$ cat src/logic/mis_pkg.sv
package mis_pkg;
  // ***********************
  // register map
  // ***********************
  localparam logic [7:0] MIS_ADDR_CMD = 8'h00;
  localparam logic [7:0] MIS_ADDR_ACC = 8'h04;
  localparam logic [7:0] MIS_ADDR_STATUS = 8'h08;
  localparam logic [7:0] MIS_ADDR_PC = 8'h0c;
  localparam logic [7:0] MIS_ADDR_MEM = 8'h10;
  localparam logic [7:0] MIS_ADDR_STACK = 8'h14;
  localparam logic [7:0] MIS_ADDR_WDT = 8'h18;
  // ***********************
  // command fields
  // ***********************
  localparam int MIS_CMD_OP_LSB = 0;
  localparam int MIS_CMD_BIT_LSB = 8;
  localparam int MIS_CMD_IMM_LSB = 16;
  // ***********************
  // status bit positions
  // ***********************
  localparam int MIS_ST_C = 0;
  localparam int MIS_ST_AC = 1;
  localparam int MIS_ST_Z = 2;
  localparam int MIS_ST_PDF = 3;
  localparam int MIS_ST_TO = 4;
  localparam int MIS_ST_GIE = 5;
  localparam int MIS_ST_BUSY = 6;
  localparam int MIS_ST_PRE1 = 7;
  localparam int MIS_ST_PRE2 = 8;
  // ***********************
  // reset values and timing
  // ***********************
  localparam logic [7:0] MIS_BYTE_ZERO = 8'h00;
  localparam logic [11:0] MIS_PC_RESET = 12'h000;
  localparam logic [3:0] MIS_BCD_ADJ = 4'h6;
  localparam logic [4:0] MIS_BCD_MAX = 5'h09;
  localparam logic [3:0] MIS_CYCLE_CLKS = 4'h4;
  localparam logic [3:0] MIS_LONG_CLKS = 4'h8;
  localparam logic [1:0] MIS_RESP_OKAY = 2'b00;
  localparam logic [1:0] MIS_RESP_SLVERR = 2'b10;
  typedef enum logic [4:0] {
    MIS_OP_NOP, MIS_OP_CLR, MIS_OP_CLR_BIT, MIS_OP_WDT_CLR, MIS_OP_WDT_PRE1,
    MIS_OP_WDT_PRE2, MIS_OP_CPL, MIS_OP_COMPLEMENT_TO_ACC_OP, MIS_OP_DAA, MIS_OP_DEC,
    MIS_OP_DECREMENT_TO_ACC_OP, MIS_OP_INC, MIS_OP_INCREMENT_TO_ACC_OP, MIS_OP_HALT, MIS_OP_JMP,
    MIS_OP_MOV_AM, MIS_OP_MOV_MA, MIS_OP_MOV_AX, MIS_OP_OR_AM, MIS_OP_OR_AX,
    MIS_OP_ORM, MIS_OP_RET, MIS_OP_RET_AX, MIS_OP_INTERRUPT_RETURN_OP
  } mis_op_t;
endpackage

$ cat src/logic/mis_core.sv
// Functional notes
// [RL1] clear writes zero byte, flags untouched
// [RL2] clear bit zeroes one selected bit
// [RL3] watchdog clear zeroes counter, power-down, timeout
// [RL4] both pre-clears together clear watchdog and flags
// [RL5] single pre-clear only records it ran
// [RL6] complement memory in place, zero flag
// [RL7] complement into accumulator, memory kept
// [RL8] decimal adjust low nibble plus six
// [RL9] decimal adjust high nibble, carry only
// [RL10] decrement to memory or accumulator, zero flag
// [RL11] increment to memory or accumulator, zero flag
// [RL12] power-down stops execution, pc plus one
// [RL13] power-down clears watchdog, sets power-down flag
// [RL14] jump loads pc from instruction
// [RL15] moves copy data, no flags
// [RL16] no-op only advances pc
// [RL17] or into accumulator, zero flag
// [RL18] or into memory, zero flag
// [RL19] return reloads pc, two cycles
// [RL20] return with value loads accumulator
// [RL21] interrupt return sets global interrupt enable
// [RL22] pc load costs extra four-clock cycle
// [RL23] zero flag set when result zero
`timescale 1ns/100ps
module mis_core
  import mis_pkg::*;
(
  input wire logic mclk,
  input wire logic reset,
  input wire logic [7:0] s_axi_awaddr,
  input wire logic s_axi_awvalid,
  output logic s_axi_awready,
  input wire logic [31:0] s_axi_wdata,
  input wire logic [3:0] s_axi_wstrb,
  input wire logic s_axi_wvalid,
  output logic s_axi_wready,
  output logic [1:0] s_axi_bresp,
  output logic s_axi_bvalid,
  input wire logic s_axi_bready,
  input wire logic [7:0] s_axi_araddr,
  input wire logic s_axi_arvalid,
  output logic s_axi_arready,
  output logic [31:0] s_axi_rdata,
  output logic [1:0] s_axi_rresp,
  output logic s_axi_rvalid,
  input wire logic s_axi_rready,
  input wire logic wake,
  output logic clock_stopped
);
  import mis_pkg::*;

  typedef struct packed {
    logic aw_got;
    logic [7:0] aw_addr;
    logic w_got;
    logic [31:0] w_data;
    logic [3:0] w_strb;
    logic bvalid;
    logic [1:0] bresp;
    logic rvalid;
    logic [31:0] rdata;
    logic [1:0] rresp;
    logic [7:0] acc;
    logic [7:0] mem;
    logic [11:0] pc;
    logic [11:0] stack;
    logic [7:0] wdt;
    logic c;
    logic ac;
    logic z;
    logic power_down_flag;
    logic to;
    logic gie;
    logic pre1;
    logic pre2;
    logic halted;
    logic [3:0] busy;
  } mis_state_t;

  mis_state_t s_q;
  mis_state_t s_d;
  logic wr_fire;
  logic busy;
  logic [31:0] status_word;
  mis_op_t op;
  logic [2:0] bsel;
  logic [7:0] imm;
  logic [11:0] addr;
  logic [7:0] res;
  logic upd_z;
  logic [4:0] lo_sum;
  logic [4:0] hi_sum;
  logic ac1;
  logic [31:0] merged;

  assign busy = (s_q.busy != 4'h0);
  assign status_word = {23'h000000, s_q.pre2, s_q.pre1, busy, s_q.gie, s_q.to,
                        s_q.power_down_flag, s_q.z, s_q.ac, s_q.c};
  assign wr_fire = s_q.aw_got && s_q.w_got && !s_q.bvalid;
  assign merged = {s_q.w_strb[3] ? s_q.w_data[31:24] : 8'h00,
                   s_q.w_strb[2] ? s_q.w_data[23:16] : 8'h00,
                   s_q.w_strb[1] ? s_q.w_data[15:8] : 8'h00,
                   s_q.w_strb[0] ? s_q.w_data[7:0] : 8'h00};
  assign op = mis_op_t'(merged[MIS_CMD_OP_LSB +: 5]);
  assign bsel = merged[MIS_CMD_BIT_LSB +: 3];
  assign imm = merged[MIS_CMD_IMM_LSB +: 8];
  assign addr = merged[MIS_CMD_IMM_LSB +: 12];

  // ***********************
  // decimal adjust
  // ***********************
  always_comb begin
    // [RL8] low nibble adjust
    if ({1'b0, s_q.acc[3:0]} > MIS_BCD_MAX || s_q.ac) begin
      lo_sum = {1'b0, s_q.acc[3:0]} + {1'b0, MIS_BCD_ADJ};
      ac1 = !s_q.ac;
    end else begin
      lo_sum = {1'b0, s_q.acc[3:0]};
      ac1 = 1'b0;
    end
    // [RL9] high nibble with internal carry
    hi_sum = {1'b0, s_q.acc[7:4]} + {4'h0, ac1};
    if (hi_sum > MIS_BCD_MAX || s_q.c) begin
      hi_sum = hi_sum + {1'b0, MIS_BCD_ADJ};
    end
  end

  // ***********************
  // next state
  // ***********************
  always_comb begin
    s_d = s_q;
    res = MIS_BYTE_ZERO;
    upd_z = 1'b0;
    if (s_q.busy != 4'h0) begin
      s_d.busy = s_q.busy - 4'h1;
    end
    if (s_q.halted && wake) begin
      s_d.halted = 1'b0;
    end
    if (s_q.bvalid && s_axi_bready) begin
      s_d.bvalid = 1'b0;
      s_d.aw_got = 1'b0;
      s_d.w_got = 1'b0;
    end
    if (s_q.rvalid && s_axi_rready) begin
      s_d.rvalid = 1'b0;
    end
    if (wr_fire) begin
      s_d.bvalid = 1'b1;
      s_d.bresp = MIS_RESP_OKAY;
      case (s_q.aw_addr)
        MIS_ADDR_CMD: begin
          if (busy || s_q.halted) begin
            s_d.bresp = MIS_RESP_SLVERR;
          end else begin
            // [RL16] one cycle per instruction, two for jump and returns
            s_d.pc = s_q.pc + 12'h001;
            s_d.busy = MIS_CYCLE_CLKS - 4'h1;
            case (op)
              MIS_OP_NOP: begin
              end
              // [RL1] clear byte
              MIS_OP_CLR: s_d.mem = MIS_BYTE_ZERO;
              // [RL2] clear single bit
              MIS_OP_CLR_BIT: s_d.mem[bsel] = 1'b0;
              MIS_OP_WDT_CLR, MIS_OP_WDT_PRE1, MIS_OP_WDT_PRE2: begin
                // [RL3] [RL4] full clear or completed pair
                if (op == MIS_OP_WDT_CLR || (op == MIS_OP_WDT_PRE1 && s_q.pre2) ||
                    (op == MIS_OP_WDT_PRE2 && s_q.pre1)) begin
                  s_d.wdt = MIS_BYTE_ZERO;
                  s_d.power_down_flag = 1'b0;
                  s_d.to = 1'b0;
                  s_d.pre1 = 1'b0;
                  s_d.pre2 = 1'b0;
                // [RL5] only note it ran
                end else if (op == MIS_OP_WDT_PRE1) begin
                  s_d.pre1 = 1'b1;
                end else begin
                  s_d.pre2 = 1'b1;
                end
              end
              // [RL6] complement in place
              MIS_OP_CPL: begin
                res = ~s_q.mem;
                s_d.mem = res;
                upd_z = 1'b1;
              end
              // [RL7] complement into accumulator
              MIS_OP_COMPLEMENT_TO_ACC_OP: begin
                res = ~s_q.mem;
                s_d.acc = res;
                upd_z = 1'b1;
              end
              // [RL9] result to memory, only carry flag may change
              MIS_OP_DAA: begin
                s_d.mem = {hi_sum[3:0], lo_sum[3:0]};
                if ({1'b0, s_q.acc[7:4]} + {4'h0, ac1} > MIS_BCD_MAX || s_q.c) begin
                  s_d.c = 1'b1;
                end
              end
              // [RL10] [RL11] step by one
              MIS_OP_DEC, MIS_OP_DECREMENT_TO_ACC_OP, MIS_OP_INC, MIS_OP_INCREMENT_TO_ACC_OP: begin
                res = (op == MIS_OP_INC || op == MIS_OP_INCREMENT_TO_ACC_OP) ? s_q.mem + 8'h01 : s_q.mem - 8'h01;
                if (op == MIS_OP_DEC || op == MIS_OP_INC) s_d.mem = res;
                else s_d.acc = res;
                upd_z = 1'b1;
              end
              // [RL12] [RL13] enter power-down
              MIS_OP_HALT: begin
                s_d.halted = 1'b1;
                s_d.wdt = MIS_BYTE_ZERO;
                s_d.power_down_flag = 1'b1;
                s_d.to = 1'b0;
              end
              // [RL14] [RL22] jump, extra cycle
              MIS_OP_JMP: begin
                s_d.pc = addr;
                s_d.busy = MIS_LONG_CLKS - 4'h1;
              end
              // [RL15] moves
              MIS_OP_MOV_AM: s_d.acc = s_q.mem;
              MIS_OP_MOV_MA: s_d.mem = s_q.acc;
              MIS_OP_MOV_AX: s_d.acc = imm;
              // [RL17] or into accumulator
              MIS_OP_OR_AM, MIS_OP_OR_AX: begin
                res = s_q.acc | ((op == MIS_OP_OR_AM) ? s_q.mem : imm);
                s_d.acc = res;
                upd_z = 1'b1;
              end
              // [RL18] or into memory
              MIS_OP_ORM: begin
                res = s_q.acc | s_q.mem;
                s_d.mem = res;
                upd_z = 1'b1;
              end
              // [RL19] [RL20] [RL21] returns, two cycles
              MIS_OP_RET, MIS_OP_RET_AX, MIS_OP_INTERRUPT_RETURN_OP: begin
                s_d.pc = s_q.stack;
                s_d.busy = MIS_LONG_CLKS - 4'h1;
                if (op == MIS_OP_RET_AX) s_d.acc = imm;
                if (op == MIS_OP_INTERRUPT_RETURN_OP) s_d.gie = 1'b1;
              end
              default: s_d.bresp = MIS_RESP_SLVERR;
            endcase
            // [RL23] zero flag from result
            if (upd_z) s_d.z = (res == MIS_BYTE_ZERO);
          end
        end
        MIS_ADDR_ACC: s_d.acc = merged[7:0];
        MIS_ADDR_MEM: s_d.mem = merged[7:0];
        MIS_ADDR_STACK: s_d.stack = merged[11:0];
        MIS_ADDR_WDT: s_d.wdt = merged[7:0];
        MIS_ADDR_STATUS: begin
          s_d.c = merged[MIS_ST_C];
          s_d.ac = merged[MIS_ST_AC];
          s_d.z = merged[MIS_ST_Z];
          s_d.gie = merged[MIS_ST_GIE];
        end
        MIS_ADDR_PC: s_d.pc = merged[11:0];
        default: s_d.bresp = MIS_RESP_SLVERR;
      endcase
    end
  end

  // ***********************
  // bus capture and read
  // ***********************
  assign s_axi_awready = !s_q.aw_got;
  assign s_axi_wready = !s_q.w_got;
  assign s_axi_arready = !s_q.rvalid;

  mis_state_t s_b;
  always_comb begin
    s_b = s_d;
    if (s_axi_awvalid && !s_q.aw_got) begin
      s_b.aw_got = 1'b1;
      s_b.aw_addr = s_axi_awaddr;
    end
    if (s_axi_wvalid && !s_q.w_got) begin
      s_b.w_got = 1'b1;
      s_b.w_data = s_axi_wdata;
      s_b.w_strb = s_axi_wstrb;
    end
    if (s_axi_arvalid && !s_q.rvalid) begin
      s_b.rvalid = 1'b1;
      s_b.rresp = MIS_RESP_OKAY;
      case (s_axi_araddr)
        MIS_ADDR_CMD: s_b.rdata = 32'h00000000;
        MIS_ADDR_ACC: s_b.rdata = {24'h000000, s_q.acc};
        MIS_ADDR_STATUS: s_b.rdata = status_word;
        MIS_ADDR_PC: s_b.rdata = {20'h00000, s_q.pc};
        MIS_ADDR_MEM: s_b.rdata = {24'h000000, s_q.mem};
        MIS_ADDR_STACK: s_b.rdata = {20'h00000, s_q.stack};
        MIS_ADDR_WDT: s_b.rdata = {24'h000000, s_q.wdt};
        default: begin
          s_b.rdata = 32'h00000000;
          s_b.rresp = MIS_RESP_SLVERR;
        end
      endcase
    end
  end

  always_ff @(posedge mclk or posedge reset) begin
    if (reset) begin
      s_q <= '0;
    end else begin
      s_q <= s_b;
    end
  end

  assign s_axi_bvalid = s_q.bvalid;
  assign s_axi_bresp = s_q.bresp;
  assign s_axi_rvalid = s_q.rvalid;
  assign s_axi_rdata = s_q.rdata;
  assign s_axi_rresp = s_q.rresp;
  assign clock_stopped = s_q.halted;

  // ***********************
  // checks
  // ***********************
  property p_clr;
    @(posedge mclk) disable iff (reset)
      wr_fire && s_q.aw_addr == MIS_ADDR_CMD && !busy && !s_q.halted && op == MIS_OP_CLR
      |=> s_q.mem == 8'h00 && $stable({s_q.c, s_q.z, s_q.ac, s_q.power_down_flag, s_q.to});
  endproperty
  a_clr: assert property (p_clr) else $error("clear failed"); // [RL1]
  property p_wdt;
    @(posedge mclk) disable iff (reset)
      wr_fire && s_q.aw_addr == MIS_ADDR_CMD && !busy && !s_q.halted && op == MIS_OP_WDT_CLR
      |=> !s_q.power_down_flag && !s_q.to && s_q.wdt == 8'h00;
  endproperty
  a_wdt: assert property (p_wdt) else $error("watchdog clear failed"); // [RL3]
  property p_pre;
    @(posedge mclk) disable iff (reset)
      wr_fire && s_q.aw_addr == MIS_ADDR_CMD && !busy && !s_q.halted &&
      op == MIS_OP_WDT_PRE1 && !s_q.pre2 |=> s_q.pre1 && $stable(s_q.power_down_flag) && $stable(s_q.to);
  endproperty
  a_pre: assert property (p_pre) else $error("single preclear changed flags"); // [RL5]
  property p_halt;
    @(posedge mclk) disable iff (reset)
      wr_fire && s_q.aw_addr == MIS_ADDR_CMD && !busy && !s_q.halted && op == MIS_OP_HALT
      |=> s_q.power_down_flag && !s_q.to && s_q.halted && s_q.pc == $past(s_q.pc) + 12'h001;
  endproperty
  a_halt: assert property (p_halt) else $error("halt failed"); // [RL13]
  property p_jmp;
    @(posedge mclk) disable iff (reset)
      wr_fire && s_q.aw_addr == MIS_ADDR_CMD && !busy && !s_q.halted && op == MIS_OP_JMP
      |=> s_q.pc == $past(addr) ##0 busy [*7] ##1 !busy;
  endproperty
  a_jmp: assert property (p_jmp) else $error("jump timing wrong"); // [RL22]
  property p_z;
    @(posedge mclk) disable iff (reset)
      wr_fire && s_q.aw_addr == MIS_ADDR_CMD && !busy && !s_q.halted && op == MIS_OP_INCREMENT_TO_ACC_OP
      |=> s_q.z == (s_q.acc == 8'h00) && s_q.acc == $past(s_q.mem) + 8'h01;
  endproperty
  a_z: assert property (p_z) else $error("increment zero flag wrong"); // [RL23]
  property p_interrupt_return_op;
    @(posedge mclk) disable iff (reset)
      wr_fire && s_q.aw_addr == MIS_ADDR_CMD && !busy && !s_q.halted && op == MIS_OP_INTERRUPT_RETURN_OP
      |=> s_q.gie && s_q.pc == $past(s_q.stack);
  endproperty
  a_interrupt_return_op: assert property (p_interrupt_return_op) else $error("interrupt return failed"); // [RL21]
  property p_orm;
    @(posedge mclk) disable iff (reset)
      wr_fire && s_q.aw_addr == MIS_ADDR_CMD && !busy && !s_q.halted && op == MIS_OP_ORM
      |=> s_q.mem == ($past(s_q.acc) | $past(s_q.mem)) && $stable(s_q.acc);
  endproperty
  a_orm: assert property (p_orm) else $error("or to memory failed"); // [RL18]
endmodule

$ cat config.mk
export PLATFORM = sky130hd
export DESIGN_NAME = mis_core
export DESIGN_NICKNAME = d
export VERILOG_FILES = /design/src/logic/mis_pkg.sv /design/src/logic/mis_core.sv
export SDC_FILE = /design/constraint.sdc
export NUM_CORES = 1
export LEC_CHECK = 0
export BUFFER_PORTS_ARGS = -buffer_cell sky130_fd_sc_hd__buf_2
export CAP_MARGIN = 20
export CELL_PAD_IN_SITES_DETAIL_PLACEMENT = 1
export CELL_PAD_IN_SITES_GLOBAL_PLACEMENT = 1
export CORE_UTILIZATION = 40
export DETAILED_ROUTE_END_ITERATION = 7
export PLACE_DENSITY = 0.86
export SYNTH_ARGS = -nofsm -noshare
export SYNTH_HDL_FRONTEND = slang
export SYNTH_SLANG_ARGS = --single-unit
$ cat constraint.sdc
create_clock -name mclk -period 5.8 [get_ports mclk]
set_input_delay 0.29 -clock mclk [delete_from_list [all_inputs] [get_ports mclk]]
set_output_delay 0.29 -clock mclk [all_outputs]
set_load 0.02 [all_outputs]
Word-level counts from Yosys, hierarchy flattened
Cells that the tools add are included.
Operators by class
  equal/unequal tests: 50
  mux-type cells: 65
  add/sub/neg operators: 7
  reductions and logical operators: 61
  order comparisons: 4
  bitwise logic cells: 6
Operator list (count)
  $mux 8: 11
  $pmux 12 s6: 1
  $pmux 8 s2: 4
  $pmux 8 s7: 1
  $eq 8x5->1 const B: 6
  $pmux 12 s2: 2
  $pmux 8 s6: 1
  $eq 5x4->1 const B: 8
  $eq 5x5->1 const B: 8
  $mux 37: 1
  $mux 35: 1
  $reduce_and 5->1: 7
  $eq 8x4->1 const B: 4
  $pmux 8 s4: 1
  $mux 28: 1
  $logic_not 8->1: 3
  $reduce_or 24->1: 1
  $reduce_bool 2->1: 11
  $eq 5x3->1 const B: 4
  $mux 4: 5
  $mux 9: 2
  $mux 1: 17
  $eq 8x3->1 const B: 2
  $not 8->8: 2
  43 further kinds: 89
Storage, ports and cells
  register bits: 145

Logic depth before layout (Yosys ltp)
  depth after elaboration: 13
  mapped depth: 13
  gate-level depth less buffers: 12

Least setup slack after synthesis
Ideal clock, no wire load.
  path kind: register -> register
  from: register s_q, in the netlist s_d[103]
  to: register s_q[10] in the netlist's numbering
  library setup time: 0.076 ns
  data required time: 5.724 ns
  slack: 2.874 ns
  arrival time: 2.850 ns
  clock period less this slack: 2.926 ns
  stages on the path, launching flop included: 12
  cells stage by stage: dfrtp_1 or3b_1 buf_2 a21oi_4 xnor2_1 ha_1 o41a_2 xnor2_1 a22oi_1 nand4_1 or3_1 o21ai_1
On the way
  longest elaborated chain between the ends: 12
  elaborated cells between the ends (all ways): 32
RTL lines
  start, declared: RTL line mis_core.sv:81  | mis_state_t s_q;
  start signal, assigned: RTL line mis_core.sv:307  | s_q <= '0;
  start signal, assigned: RTL line mis_core.sv:309  | s_q <= s_b;
  $mux 8 (*): RTL line mis_core.sv:104  | s_q.w_strb[0] ? s_q.w_data[7:0] : 8'h00};
  $eq 5x5->1 / $eq 5x4->1 (equally long branches): RTL line mis_core.sv:161, mis_core.sv:228, mis_core.sv:205
  $mux 8 / $logic_or 1x1->1 (equally long branches): RTL line mis_core.sv:228, mis_core.sv:205
  $or 8x8->8 / $mux 8 (equally long branches): RTL line mis_core.sv:228, mis_core.sv:205
  $pmux 8 s4: RTL line mis_core.sv:161  | case (op)
  $mux 8: RTL line mis_core.sv:155  | if (busy || s_q.halted) begin
  $mux 8: RTL line mis_core.sv:153  | case (s_q.aw_addr)
  $mux 8: RTL line mis_core.sv:150  | if (wr_fire) begin
  $logic_not 8->1: RTL line mis_core.sv:248  | if (upd_z) s_d.z = (res == MIS_BYTE_ZERO);
  $mux 1: RTL line mis_core.sv:248
  $mux 11: RTL line mis_core.sv:155
  $pmux 1 s2: RTL line mis_core.sv:153
Mark *: on every way between the ends. The rest lies on a longest branch, timed or not. The select of a mux whose other input is x is not followed.
A chain may end at the register's enable or synchronous reset.

Worst setup path in the final report
  from: register s_q, in the netlist s_d[105]
  to: register s_q[10] in the netlist's numbering
Same word-level chain as after synthesis.

==> metrics <==
most frequent cell after synthesis=nand2_1; reg2reg path depth=10; Setup Viol. Count Final=0; CTS resizes=0; first-pass GRT wire length=about 43 mm; Post-Synth XOR/XNOR Area=roughly 2.3%; Post-DP HPWL=19.8 mm; Arr. time, crit path=approximately 4.2 ns; n_diodes=0; Reg area=2850 um2; Slew headroom=between 20% and 30%; Synth top cells by count=115 x nand2_1, 114 x dfrtp_1, 112 x o21ai_0, 56 x nor2_1, 46 x mux2_2; initial antenna violation count=0; Max Cap Viol=0; Max rail drop VDD=0.000281 V; Chip Width=roughly 140 um; worst path cell trace=or3b_1 -> a21oi_4 -> xnor2_1 -> ha_1 -> o41a_2 -> xnor2_1 -> a22oi_1 -> nand4_1 -> or3_1 -> o21ai_1; Setup CP Type=reg -> reg; CTS clk-pin slew, worst paths=around 0.06 ns; mux share of post-synthesis cell area=approximately 8.2%; via count=7565; Slew Limit Fails=0; cell area after synthesis=7700 um2; CP startpoint kind=register; clk sink count=114; area of the multi-input gates=roughly 4300 um2; final worst-path cycle share=around two thirds; ranking of synthesized cells by area=dfrtp_1 37%, o21ai_0 7.3%, mux2_2 6.7%; fin crit period=slightly below 4 ns; GRT Residual Overflow=0; DRC viols=0; vias per cell=approximately 6.4; initial core utilization=roughly 41%; setup TNS=0 ns; Synth top area share=37.1%; CP Max Fanout=29; Total Wirelength=around 27 mm; Worst path most repeated cell=xnor2_1; Clock Tree Buf Depth=2; Starting DRT DRC Count=803; flops & latches, synth=approximately 110; number of library cell types mapped by synthesis=74; area of the core=approximately 19000 um2; largest family of logic cells by synthesized area=compound AO/OA/AOI/OAI gates; Clock Latency Late Sink=between 0.4 and 0.5 ns; Die Ht=~140 um; layout cell share with drive strength beyond 1=18.1%; RePlAce Congestion=a little under 1; largest net degree at the start of global routing=62; Synth Area in Adders=approximately 1.1%; number of synthesized flops with an enable pin=0; post-synthesis async set-or-reset flop share=100%; r2r startpoint=s_d[105]$_DFFE_PP0P_; Synth Area in Simple Gates=between 20% and 30%; hold_buf cts=0; Max stage delay on crit path=0.91 ns; Seq/Total Area, Yosys=37.1%; WP buf/inv=0; RSZ-0062 raised after global routing=false; TritonCTS clock tree=built; cell area power density=between 400 and 500 nW/um2; vias in the first global route=7422; r2r endpoint=s_q[10]$_DFFE_PP0P_; post-CTS setup buffers=0; hold slack=roughly 0.030 ns; die area=roughly 20000 um2; Fillers=approximately 2300; row count=50; Mapped Cells=around 910; Global Route Usage Sum=28.7%; Reg2Reg Setup Slack=1.91 ns; Crit path max-delay family=compound AO/OA/AOI/OAI gates; final-report hold violation count=0; FMAX=about 0.26 GHz; synthesis warning total=0; post-synthesis compound-gate area fraction=a little under a quarter; CP required=between 6 and 7 ns; Mapped Avg Cell Area=8.47 um2; I/O pins=102; CP Capture Type=register; clock buffer count from CTS=17; number of nets in the layout=roughly 1000; final setup skew=0.0137 ns; CTS H-Tree Depth=4; synth-to-layout area growth=12.1%; CTS Root Cell=clkbuf_16; Synth area leader=dfrtp_1; leak pwr=3.62 nW; First-pass DRT Iterations=6; Avg WL per Cell=~23 um; DRT antenna net count=0; Most used DFF post-synth=dfrtp_1; outcome=finished clean; HP Class=in -> async; slew of the pin with the lowest slew margin=1.12 ns; CP max stage cell=dfrtp_1; PortBufs=71
per-layer routing:
| metal | vias up | wire (um) | part of all wire [%] | GRT usage (%) |
|---|---|---|---|---|
| met5 | - | 0 | 0 | 0 |
| met4 | 0 | 1360 | 4.9 | 15.4 |
| met3 | 96 | 2340 | 8.5 | 7.13 |
| met2 | 392 | 12200 | 44 | 43.0 |
| met1 | 3734 | 11600 | 42 | 38.1 |
| li1 | 3343 | - | - | - |
cells in the final DEF, fill, tap and decap left out, types with 8 or more instances in the layout:
| master | n |
|---|---|
| nand2_1 | 115 |
| dfrtp_1 | 114 |
| o21ai_0 | 112 |
| buf_2 | 71 |
| nor2_1 | 56 |
| mux2_2 | 46 |
| nand3_1 | 27 |
| a21oi_1 | 26 |
| inv_1 | 22 |
| conb_1 | 22 |
| nor3_1 | 20 |
| a31oi_1 | 17 |
| clkbuf_16 | 17 |
| o211ai_1 | 15 |
| nor2b_1 | 14 |
| xnor2_1 | 13 |
| nand2b_1 | 12 |
| a32oi_1 | 12 |
| buf_4 | 12 |
| or3_1 | 11 |
| mux2i_1 | 11 |
| and2_1 | 10 |
| a211oi_1 | 9 |
| a22oi_1 | 9 |
| a221oi_1 | 9 |
| and3_1 | 8 |
| a21o_1 | 8 |
how the worst max path moves through the flow:
stage,start,to,slack [ns],depth (start not counted)
after floorplan,reset,clock_stopped$_DFF_PP0_,2.49,1
after detailed placement,s_d[105]$_DFFE_PP0P_,s_q[10]$_DFFE_PP0P_,2.04,10
after global placement,s_d[105]$_DFFE_PP0P_,s_q[10]$_DFFE_PP0P_,2.16,10
after CTS,s_d[105]$_DFFE_PP0P_,s_q[10]$_DFFE_PP0P_,1.96,10
after global routing,s_d[105]$_DFFE_PP0P_,s_q[10]$_DFFE_PP0P_,1.80,10
final,s_d[105]$_DFFE_PP0P_,s_q[10]$_DFFE_PP0P_,1.91,10
stage by stage:
stage / utilization, % / setup WS, ns / total power, mW / instance area, um2 / cells
2_1_floorplan: - / 2.49 / 2.32 / 7780 / 930
3_3_place_gp: 42.8 / 2.16 / 2.75 / 8030 / 1155
3_5_place_dp: 42.8 / 2.04 / 2.82 / 8030 / 1155
4_1_cts: 46.0 / 1.96 / 3.94 / 8630 / 1186
5_1_grt: 46.0 / 1.80 / 4.16 / 8630 / 1186
6_report: 46.0 / 1.91 / 3.97 / 8630 / 1186
final cells by class:
class                           count  share of cell area (%)
Timing Repair Buffer               83                    5.16
Clock buffer                       19                    5.13
Tap cell                          234                    3.39
Inverter                           23                    1.03
Sequential cell                   114                    33.1
Multi-Input combinational cell    701                    50.4
Clock inverter                     12                    1.81
sequential cells by signal, summed over array words and instances, names as in the netlist:
signal and flops:
clock_stopped 1, s_axi_rvalid 1, s_axi_rdata 12, s_axi_bresp 1
s_d 36, s_axi_bvalid 1, s_q 61, s_axi_rresp 1
where the power goes:
group,switching (mW),internal (mW),leakage [nW]
logic,0.921,0.573,1.84
registers,0.391,0.990,1.49
clock network,0.411,0.687,0.294
cell families after synthesis:
group | Yosys count
and+or+nand+nor | 324
AOI/OAI and AO/OA | 271
other | 1
DFF | 114
adders and majority gates | 7
xor gates and xnor gates | 20
muxes | 57
buffers and inverters | 115
No activity file was read; power rests on OpenSTA's default activity.
